[config.mk]
export PLATFORM = sky130hd
export DESIGN_NAME = irq_arbiter
export DESIGN_NICKNAME = d
export VERILOG_FILES = /design/src/core/irq_vec_pick.v /design/src/core/irq_arbiter.v
export VERILOG_INCLUDE_DIRS = /design/src /design/src/core
export SDC_FILE = /design/constraint.sdc
export NUM_CORES = 1
export LEC_CHECK = 0
export ABC_AREA = 1
export BUFFER_PORTS_ARGS = -buffer_cell sky130_fd_sc_hd__clkbuf_2
export CAP_MARGIN = 25
export CORE_AREA = 2 2 89 91
export CTS_BUF_LIST = sky130_fd_sc_hd__clkbuf_2
export DETAILED_ROUTE_END_ITERATION = 10
export DIE_AREA = 0 0 91 93
export PLACE_DENSITY = 0.57
export SETUP_SLACK_MARGIN = 0.15
export SLEW_MARGIN = 10
export SYNTH_ARGS = -nofsm -noshare
export SYNTH_HDL_FRONTEND = slang
export SYNTH_SLANG_ARGS = --single-unit
[constraint.sdc]
create_clock -name core_clk_i -period 17 [get_ports core_clk_i]
set_input_delay 3.4 -clock core_clk_i [delete_from_list [all_inputs] [get_ports core_clk_i]]
set_output_delay 3.4 -clock core_clk_i [all_outputs]
set_load 0.01 [all_outputs]
[src/core/irq_arbiter_consts.vh]
// constants for the three-level vectored interrupt arbiter
`ifndef IRQ_ARBITER_CONSTS_VH
`define IRQ_ARBITER_CONSTS_VH

`define IRQ_NUM_SRC      35
`define IRQ_NUM_VEC      10
`define IRQ_VEC_W        4
`define IRQ_ADDR_W       17
`define IRQ_VEC_BASE     17'h00003
`define IRQ_VEC_STEP     17'h00008
// level codes, larger wins; idle level sits below low
`define IRQ_LVL_W        2
`define IRQ_LVL_NONE     2'h0
`define IRQ_LVL_LOW      2'h1
`define IRQ_LVL_HIGH     2'h2
`define IRQ_LVL_TOP      2'h3
// vectors allowed to use the highest level
`define IRQ_NUM_TOP_VEC  2
// service stack depth: one entry per level
`define IRQ_STK_DEPTH    3

`endif

[src/core/irq_vec_pick.v]
// picks the highest-level, lowest-numbered pending vector above a floor level
`timescale 1ns/1ps
`default_nettype none
`include "irq_arbiter_consts.vh"
module irq_vec_pick (
    input  wire [`IRQ_NUM_VEC-1:0]            pend_i,
    input  wire [`IRQ_NUM_VEC*`IRQ_LVL_W-1:0] lvl_i,
    input  wire [`IRQ_LVL_W-1:0]              floor_i,
    output reg                                hit_o,
    output reg  [`IRQ_VEC_W-1:0]              vec_o,
    output reg  [`IRQ_LVL_W-1:0]              lvl_o
);
    integer k;
    reg [`IRQ_LVL_W-1:0] cur;
    // scan from the top vector down so lower numbers overwrite on ties
    always @* begin
        hit_o = 1'b0;
        vec_o = {`IRQ_VEC_W{1'b0}};
        lvl_o = `IRQ_LVL_NONE;
        cur   = `IRQ_LVL_NONE;
        for (k = `IRQ_NUM_VEC-1; k >= 0; k = k - 1) begin
            cur = lvl_i[k*`IRQ_LVL_W +: `IRQ_LVL_W];
            if (pend_i[k] && (cur > floor_i) && (cur >= lvl_o)) begin
                hit_o = 1'b1;
                vec_o = k[`IRQ_VEC_W-1:0];
                lvl_o = cur;
            end
        end
    end
endmodule // irq_vec_pick
`default_nettype wire

[src/core/irq_arbiter.v]
// three-level vectored interrupt arbiter: source merge, pending, nesting
`timescale 1ns/1ps
`default_nettype none
`include "irq_arbiter_consts.vh"
module irq_arbiter (
    input  wire                               core_clk_i,
    input  wire                               rstn_i,
    // source pulses, one cycle each, from on-chip peripherals (same clock)
    input  wire                               ext_irq_a_i,
    input  wire                               ext_irq_b_i,
    input  wire                               ext_irq_c_i,
    input  wire                               ext_irq_d_i,
    input  wire                               ext_irq_e_i,
    input  wire                               ext_irq_f_i,
    input  wire                               ext_irq_g_i,
    input  wire                               ext_irq_h_i,
    input  wire                               capture_timer_low_i,
    input  wire                               capture_timer_high_i,
    input  wire                               pwm_timer_low_i,
    input  wire                               pwm_timer_high_i,
    input  wire                               usb_bus_active_i,
    input  wire                               base_timer_i,
    input  wire                               sync_serial_first_i,
    input  wire                               usb_bus_reset_i,
    input  wire                               usb_suspend_i,
    input  wire                               full_duplex_uart_rx_done_i,
    input  wire                               smartcard_uart_rx_done_i,
    input  wire                               sync_serial_second_i,
    input  wire                               usb_endpoint_i,
    input  wire                               usb_frame_start_i,
    input  wire                               sync_serial_third_i,
    input  wire                               full_duplex_uart_buf_empty_i,
    input  wire                               full_duplex_uart_tx_done_i,
    input  wire                               smartcard_uart_buf_empty_i,
    input  wire                               smartcard_uart_tx_done_i,
    input  wire                               adc_done_i,
    input  wire                               interval_timer_c_i,
    input  wire                               interval_timer_d_i,
    input  wire                               port0_i,
    input  wire                               pwm_ch0_i,
    input  wire                               pwm_ch1_i,
    input  wire                               interval_timer_a_i,
    input  wire                               interval_timer_b_i,
    // per-vector level selection, 2 bits each, vector 0 in the low bits
    input  wire [`IRQ_NUM_VEC*`IRQ_LVL_W-1:0] vec_level_i,
    // core side
    input  wire                               irq_ack_i,
    input  wire                               irq_done_i,
    output wire                               irq_req_o,
    output reg  [`IRQ_ADDR_W-1:0]             irq_addr_o,
    output reg  [`IRQ_LVL_W-1:0]              irq_level_o,
    output wire [`IRQ_LVL_W-1:0]              svc_level_o,
    output wire [`IRQ_NUM_VEC-1:0]            pending_o
);
    // merged source lines per vector
    wire [`IRQ_NUM_VEC-1:0] vec_src;
    assign vec_src[0] = ext_irq_a_i;
    assign vec_src[1] = ext_irq_b_i;
    assign vec_src[2] = ext_irq_c_i | capture_timer_low_i | ext_irq_e_i | usb_bus_active_i;
    assign vec_src[3] = ext_irq_d_i | ext_irq_f_i | base_timer_i;
    assign vec_src[4] = capture_timer_high_i | ext_irq_g_i;
    assign vec_src[5] = pwm_timer_low_i | pwm_timer_high_i | ext_irq_h_i;
    assign vec_src[6] = sync_serial_first_i | usb_bus_reset_i | usb_suspend_i
                      | full_duplex_uart_rx_done_i | smartcard_uart_rx_done_i;
    assign vec_src[7] = sync_serial_second_i | usb_endpoint_i | usb_frame_start_i | sync_serial_third_i
                      | full_duplex_uart_buf_empty_i | full_duplex_uart_tx_done_i
                      | smartcard_uart_buf_empty_i | smartcard_uart_tx_done_i;
    assign vec_src[8] = adc_done_i | interval_timer_c_i | interval_timer_d_i;
    assign vec_src[9] = port0_i | pwm_ch0_i | pwm_ch1_i | interval_timer_a_i | interval_timer_b_i;

    // legalise level choices: top only on the first vectors, else high ceiling
    wire [`IRQ_NUM_VEC*`IRQ_LVL_W-1:0] eff_lvl;
    genvar g;
    generate
        for (g = 0; g < `IRQ_NUM_VEC; g = g + 1) begin : g_lvl
            wire [`IRQ_LVL_W-1:0] req_lvl = vec_level_i[g*`IRQ_LVL_W +: `IRQ_LVL_W];
            if (g < `IRQ_NUM_TOP_VEC) begin : g_top
                // highest or low only; anything but top reads as low
                assign eff_lvl[g*`IRQ_LVL_W +: `IRQ_LVL_W] =
                    (req_lvl == `IRQ_LVL_TOP) ? `IRQ_LVL_TOP : `IRQ_LVL_LOW;
            end else begin : g_hl
                // high or low only; anything but high reads as low
                assign eff_lvl[g*`IRQ_LVL_W +: `IRQ_LVL_W] =
                    (req_lvl == `IRQ_LVL_HIGH) ? `IRQ_LVL_HIGH : `IRQ_LVL_LOW;
            end
        end
    endgenerate

    // service stack of levels; nesting depth bounded by the level count
    reg [`IRQ_LVL_W-1:0] stk_ff [0:`IRQ_STK_DEPTH-1];
    reg [1:0]            sp_ff;
    wire [`IRQ_LVL_W-1:0] svc_lvl = (sp_ff == 2'h0) ? `IRQ_LVL_NONE : stk_ff[sp_ff - 2'h1];
    assign svc_level_o = svc_lvl;

    reg  [`IRQ_NUM_VEC-1:0] pend_ff;
    reg                     req_ff;
    wire                    hit;
    wire [`IRQ_VEC_W-1:0]   win_vec;
    wire [`IRQ_LVL_W-1:0]   win_lvl;

    irq_vec_pick u_pick (
        .pend_i  (pend_ff),
        .lvl_i   (eff_lvl),
        .floor_i (svc_lvl),
        .hit_o   (hit),
        .vec_o   (win_vec),
        .lvl_o   (win_lvl)
    );

    assign irq_req_o = req_ff;
    assign pending_o = pend_ff;

    // offered vector index latched with the request
    reg [`IRQ_VEC_W-1:0] req_vec_ff;
    wire take = req_ff & irq_ack_i;
    wire pop  = irq_done_i & (sp_ff != 2'h0) & ~take;

    // pending flags: new event wins over the clear by acceptance
    integer i;
    reg [`IRQ_NUM_VEC-1:0] nxt_pend;
    always @* begin
        nxt_pend = pend_ff;
        for (i = 0; i < `IRQ_NUM_VEC; i = i + 1) begin
            if (take && (req_vec_ff == i[`IRQ_VEC_W-1:0])) begin
                nxt_pend[i] = 1'b0;
            end
            if (vec_src[i]) begin
                nxt_pend[i] = 1'b1;
            end
        end
    end

    always @(posedge core_clk_i or negedge rstn_i) begin
        if (!rstn_i) begin
            pend_ff <= {`IRQ_NUM_VEC{1'b0}};
        end else begin
            pend_ff <= nxt_pend;
        end
    end

    // request offer: re-evaluated every cycle, dropped while being taken
    always @(posedge core_clk_i or negedge rstn_i) begin
        if (!rstn_i) begin
            req_ff      <= 1'b0;
            req_vec_ff  <= {`IRQ_VEC_W{1'b0}};
            irq_addr_o  <= {`IRQ_ADDR_W{1'b0}};
            irq_level_o <= `IRQ_LVL_NONE;
        end else begin
            // blocked vectors simply stay pending until the floor drops
            req_ff     <= hit & ~take & ~pop;
            req_vec_ff <= win_vec;
            irq_addr_o <= `IRQ_VEC_BASE + `IRQ_VEC_STEP * {{(`IRQ_ADDR_W-`IRQ_VEC_W){1'b0}}, win_vec};
            irq_level_o <= win_lvl;
        end
    end

    // stack push on acceptance, pop on completion
    integer j;
    always @(posedge core_clk_i or negedge rstn_i) begin
        if (!rstn_i) begin
            sp_ff <= 2'h0;
            for (j = 0; j < `IRQ_STK_DEPTH; j = j + 1) begin
                stk_ff[j] <= `IRQ_LVL_NONE;
            end
        end else if (take && (sp_ff < `IRQ_STK_DEPTH)) begin
            stk_ff[sp_ff] <= irq_level_o;
            sp_ff         <= sp_ff + 2'h1;
        end else if (pop) begin
            sp_ff <= sp_ff - 2'h1;
        end
    end
endmodule // irq_arbiter
`default_nettype wire

==> results of run 1 <==
==> tightest hold or removal path: cells and delay by family (launching register included) <==
kind | cells | cell delay [ns]
DFF | 1 | 0.41
and+or+nand+nor | 1 | 0.05
AOI/OAI and AO/OA | 1 | 0.06
==> final cells by class <==
class	instances	area (sq um)
clock inverters	1	30.0
multi-input cells	224	1240
clock buffers	3	15.0
flip-flops and latches	26	651
inverters	59	221
repair buffers	79	395
well taps	102	128
fillers	843	4850
==> cell families after synthesis <==
logic type	after synthesis	synth area share (%)
AND/OR/NAND/NOR	144	30.6
XOR/XNOR	2	0.801
AO/OA/AOI/OAI	47	12.4
flip-flops	26	29.7
buffers and inverters	73	15.3
adder cells (fa/ha/maj)	19	10.9
other	2	0.343
==> flip-flops by register name, indices dropped and copies added, names as in the netlist <==
name / count
irq_addr_o: 2
irq_level_o: 2
req_vec_ff: 3
stk_ff: 6
irq_req_o: 1
sp_ff: 2
pending_o: 10
==> worst paths after layout <==
path | from | endpoint | cells past startpoint
max | vec_level_i[19] | irq_level_o[0]$_DFF_PN0_ | 67
min | stk_ff[2]$_DFFE_PN0P_ | stk_ff[2]$_DFFE_PN0P_ | 2
max reg2reg | sp_ff[0]$_DFFE_PN0P_ | irq_level_o[0]$_DFF_PN0_ | 71
min reg2reg | stk_ff[2]$_DFFE_PN0P_ | stk_ff[2]$_DFFE_PN0P_ | 2
max in group asynchronous | rstn_i | pending_o[5]$_DFFE_PN0P_ | 1
min in group asynchronous | rstn_i | irq_addr_o[1]$_DFF_PN0_ | 1
==> metrics by stage <==
stage	instances	setup WS, ns	area, sq um	hold slack (ns)
after floorplan	323	6.53	2220	0.453
after global placement	490	5.77	2640	0.469
after detailed placement	490	5.57	2640	0.477
after CTS	494	5.97	2680	0.529
after global routing	494	4.85	2680	0.568
final	494	5.97	2680	0.527
==> per-layer routing <==
metal,GRT usage [%],wire length (microns),vias to the layer above
met4,1.52,27,0
met3,2.50,285,2
li1,-,-,1129
met2,23.0,2690,63
met5,0,0,-
met1,16.4,2410,947
==> synth_stat cells (2+ instances only) <==
master	instances	area [sq um]
o21bai_1	3	22.5
o211ai_1	2	15.0
a21oi_1	8	40.0
buf_4	12	90.1
conb_1	2	7.51
xor2_1	2	17.5
nand2_1	63	236
inv_1	57	214
o21ai_1	3	15.0
o21ai_0	24	120
dfrtp_1	26	651
ha_1	19	238
buf_6	2	22.5
inv_2	2	7.51
nand2_2	13	81.3
nand4_1	5	31.3
nor3_1	11	55.1
nand3_2	6	60.1
nor4_1	3	18.8
nor2_1	32	120
o21a_1	3	22.5
nand3_1	7	35.0
==> metrics, run 1 <==
via count 2141; commonest non-fill, non-tap cells in the layout 82 x clkbuf_2, 63 x nand2_1, 57 x inv_1, 32 x nor2_1, 26 x dfrtp_1; Die Span X 91 microns; Synth Instances 313; Area Growth Syn to Fin 22.5%; sequential share of the synthesized area 29.7%; worst-skew pair later-pin latency 0.35 ns; port buffer count 79; # IOs 91; Initial Util 29.1%; clock root cell clkbuf_2; Avg Cell Area, Syn 6.99 sq um; CP delay by family, top simple AND/OR/NAND/NOR gates; Worst setup SP type input port; Least-Margin Pin Slew 0.668 ns; first-pass GRT wire length 8810 microns; Routed Antenna Nets 0; gr usage total 12.8%; Setup Buffers After CTS 0; Ys Warns 0; CTS Sinks 26; Core Region 7530 sq um; DRT iter0 DRCs 77; DP HPWL 4630 microns; cts repair resizes 0; Hold Vio Cnt, Final 0; DR WL/cell 11.0 microns; RSZ-0062 raised after global routing no; EDFF count, synth 0; Rel. slew slack 55.4%; DR pass1 iterations 4; final setup fails 0; placer congestion estimate 0.856; final slew viol count 0; reg2reg setup slack 7.77 ns; post-route minimum period 11.03 ns; #FFs+latches synth 26; Largest stage delay, worst path 0.31 ns; clock transition at the registers of the reported paths 0.25 ns; Post-synth top flop dfrtp_1; total CTS buffers 3; status finished, final reports clean; CTS tree yes; Worst Path Arrival 11.30 ns; CP bufs+invs 10; Finished Core Util 35.6%; DIE AREA 8460 sq um; Async SR Flop Fraction 100%; critical path class in -> reg; nets 471; vias in the first global route 1941; Rows 32; max_cap viols 0; Critical-path top delay cell ha_1; CTS Buffer Depth 2; layout cells sized above 1 27.3%; Max FO, Critical Path 5; Fin Clk Skew 0.00253 ns; grt ovf 0; crit path capture type flip-flop; Final Cycle Share 64.9%; Req. time, crit path 17.27 ns; residual DRC count 0; final WL 5410 microns; Vias/cell 4.33; Die Height 93 microns; initial antenna violation count 0; cell repeated most along the worst path nand2_1; largest net degree at the start of global routing 27; cts hold-fix bufs 0; f_max 0.0907 GHz; commonest non-fill, non-tap cell in the layout clkbuf_2; Worst Hold Class reg -> reg; Synth cell types 30; synthesized area 2190 sq um; setup TNS 0 ns; htree depth 1; ANT cells 0
Power of run 1 is not shown: default switching activity piles up to over one toggle a cycle in this logic, so the estimate is an artifact.
==> run 2: changes to the inputs <==
--- a/config.mk
+++ b/config.mk
@@ -13,7 +13,7 @@
 export CTS_BUF_LIST = sky130_fd_sc_hd__clkbuf_2
 export DETAILED_ROUTE_END_ITERATION = 10
 export DIE_AREA = 0 0 91 93
-export PLACE_DENSITY = 0.57
+export PLACE_DENSITY = 0.59
 export SETUP_SLACK_MARGIN = 0.15
 export SLEW_MARGIN = 10
 export SYNTH_ARGS = -nofsm -noshare
==> constraint.sdc (replaced) <==
create_clock -name core_clk_i -period 8.95 [get_ports core_clk_i]
set_input_delay 1.79 -clock core_clk_i [delete_from_list [all_inputs] [get_ports core_clk_i]]
set_output_delay 1.79 -clock core_clk_i [all_outputs]
set_load 0.01 [all_outputs]
==> metrics, run 2 (same netlist as run 1, synthesis figures left out) <==
status finished, final reports clean; DIE AREA 8460 sq um; initial antenna violation count 0; Vias/cell 4.25; setup TNS 0 ns; Req. time, crit path 9.24 ns; f_max 0.119 GHz; cts hold-fix bufs 0; CTS Sinks 26; Critical-path top delay cell ha_4; clock root cell clkbuf_2; Fin Clk Skew 0.0191 ns; Worst Path Arrival 8.71 ns; commonest non-fill, non-tap cell in the layout clkbuf_2; final WL 5930 microns; # IOs 91; crit path capture type flip-flop; Worst Hold Class reg -> reg; first-pass GRT wire length 8940 microns; Core Region 7530 sq um; Area Growth Syn to Fin 47.0%; final slew viol count 0; Least-Margin Pin Slew 0.655 ns; largest net degree at the start of global routing 27; DRT iter0 DRCs 63; Worst setup SP type input port; worst-skew pair later-pin latency 0.37 ns; gr usage total 12.9%; Rows 32; layout cells sized above 1 45.2%; Rel. slew slack 56.4%; Initial Util 29.1%; RSZ-0062 raised after global routing yes; port buffer count 79; DP HPWL 4750 microns; critical path class in -> reg; total CTS buffers 3; Largest stage delay, worst path 0.30 ns; Max FO, Critical Path 4; Routed Antenna Nets 0; max_cap viols 0; vias in the first global route 2002; DR WL/cell 11.2 microns; Die Span X 91 microns; Hold Slack 0.522 ns; grt ovf 0; Die Height 93 microns; htree depth 1; via count 2248; Worst Hold Depth 2; CTS tree yes; max reg flops 10; final setup fails 0; commonest non-fill, non-tap cells in the layout 81 x clkbuf_2, 52 x nand2_1, 48 x inv_1, 33 x buf_4, 27 x nor2_1; post-route minimum period 8.42 ns; placer congestion estimate 0.893; nets 506; DR pass1 iterations 5; ANT cells 0; Finished Core Util 42.7%; Hold Vio Cnt, Final 0; residual DRC count 0; fill cell total of the finished layout 787; cell repeated most along the worst path nand2_1; FF-to-FF path depth 73; Final Cycle Share 94.1%; CTS Buffer Depth 2; clock transition at the registers of the reported paths 0.26 ns
## run 2: metal layers
layer  GRT usage (%)  up-vias  share of wire [%]
li1                -     1203                  -
met1            17.0      968                 45
met2            22.7       73                 49
met3            2.26        4                5.1
met4            1.89        0               0.61
met5               0        -                  0
## run 2: repair_timing
item,in CTS,in global routing
buffers inserted,0,6
setup endpoints to repair,6,7
resized for setup,4,67
pin swaps,0,52
## run 2: cell type report
type | count | area (sq um) | area share, %
multi-input combinational | 224 | 1520 | 47.3
timing repair buffer | 114 | 672 | 20.9
sequential | 26 | 652 | 20.3
inverter | 59 | 224 | 6.96
tap | 102 | 128 | 3.97
clock buffer | 3 | 15.0 | 0.467
clock inverter | 1 | 3.75 | 0.117
## run 2: metrics by stage
stage                     std cells  instance area (sq um)  setup slack, ns
final                           529                   3220            0.530
after global routing            529                   3220        -0.000985
after CTS                       523                   2890            0.164
after detailed placement        519                   2860           -0.357
after global placement          519                   2860           -0.141
after floorplan                 323                   2230            0.177
## run 2: final timing paths
kind                                        from                       to  slack (ns)
max                              vec_level_i[19]  req_vec_ff[1]$_DFF_PN0_        0.53
min                        stk_ff[5]$_DFFE_PN0P_    stk_ff[5]$_DFFE_PN0P_        0.52
max reg2reg                 sp_ff[0]$_DFFE_PN0P_  req_vec_ff[1]$_DFF_PN0_        0.74
min reg2reg                stk_ff[5]$_DFFE_PN0P_    stk_ff[5]$_DFFE_PN0P_        0.52
max in group asynchronous                 rstn_i     sp_ff[0]$_DFFE_PN0P_        7.12
min in group asynchronous                 rstn_i    stk_ff[3]$_DFFE_PN0P_        1.38
## run 2: worst max-delay path, delay by kind of cell
| family | cells | cell delay, ns |
|---|---|---|
| compound gates | 13 | 1.31 |
| fa+ha+maj | 7 | 1.89 |
| buf+inv | 12 | 0.94 |
| simple gates | 38 | 2.74 |
Power of run 2 is left out for the same reason.
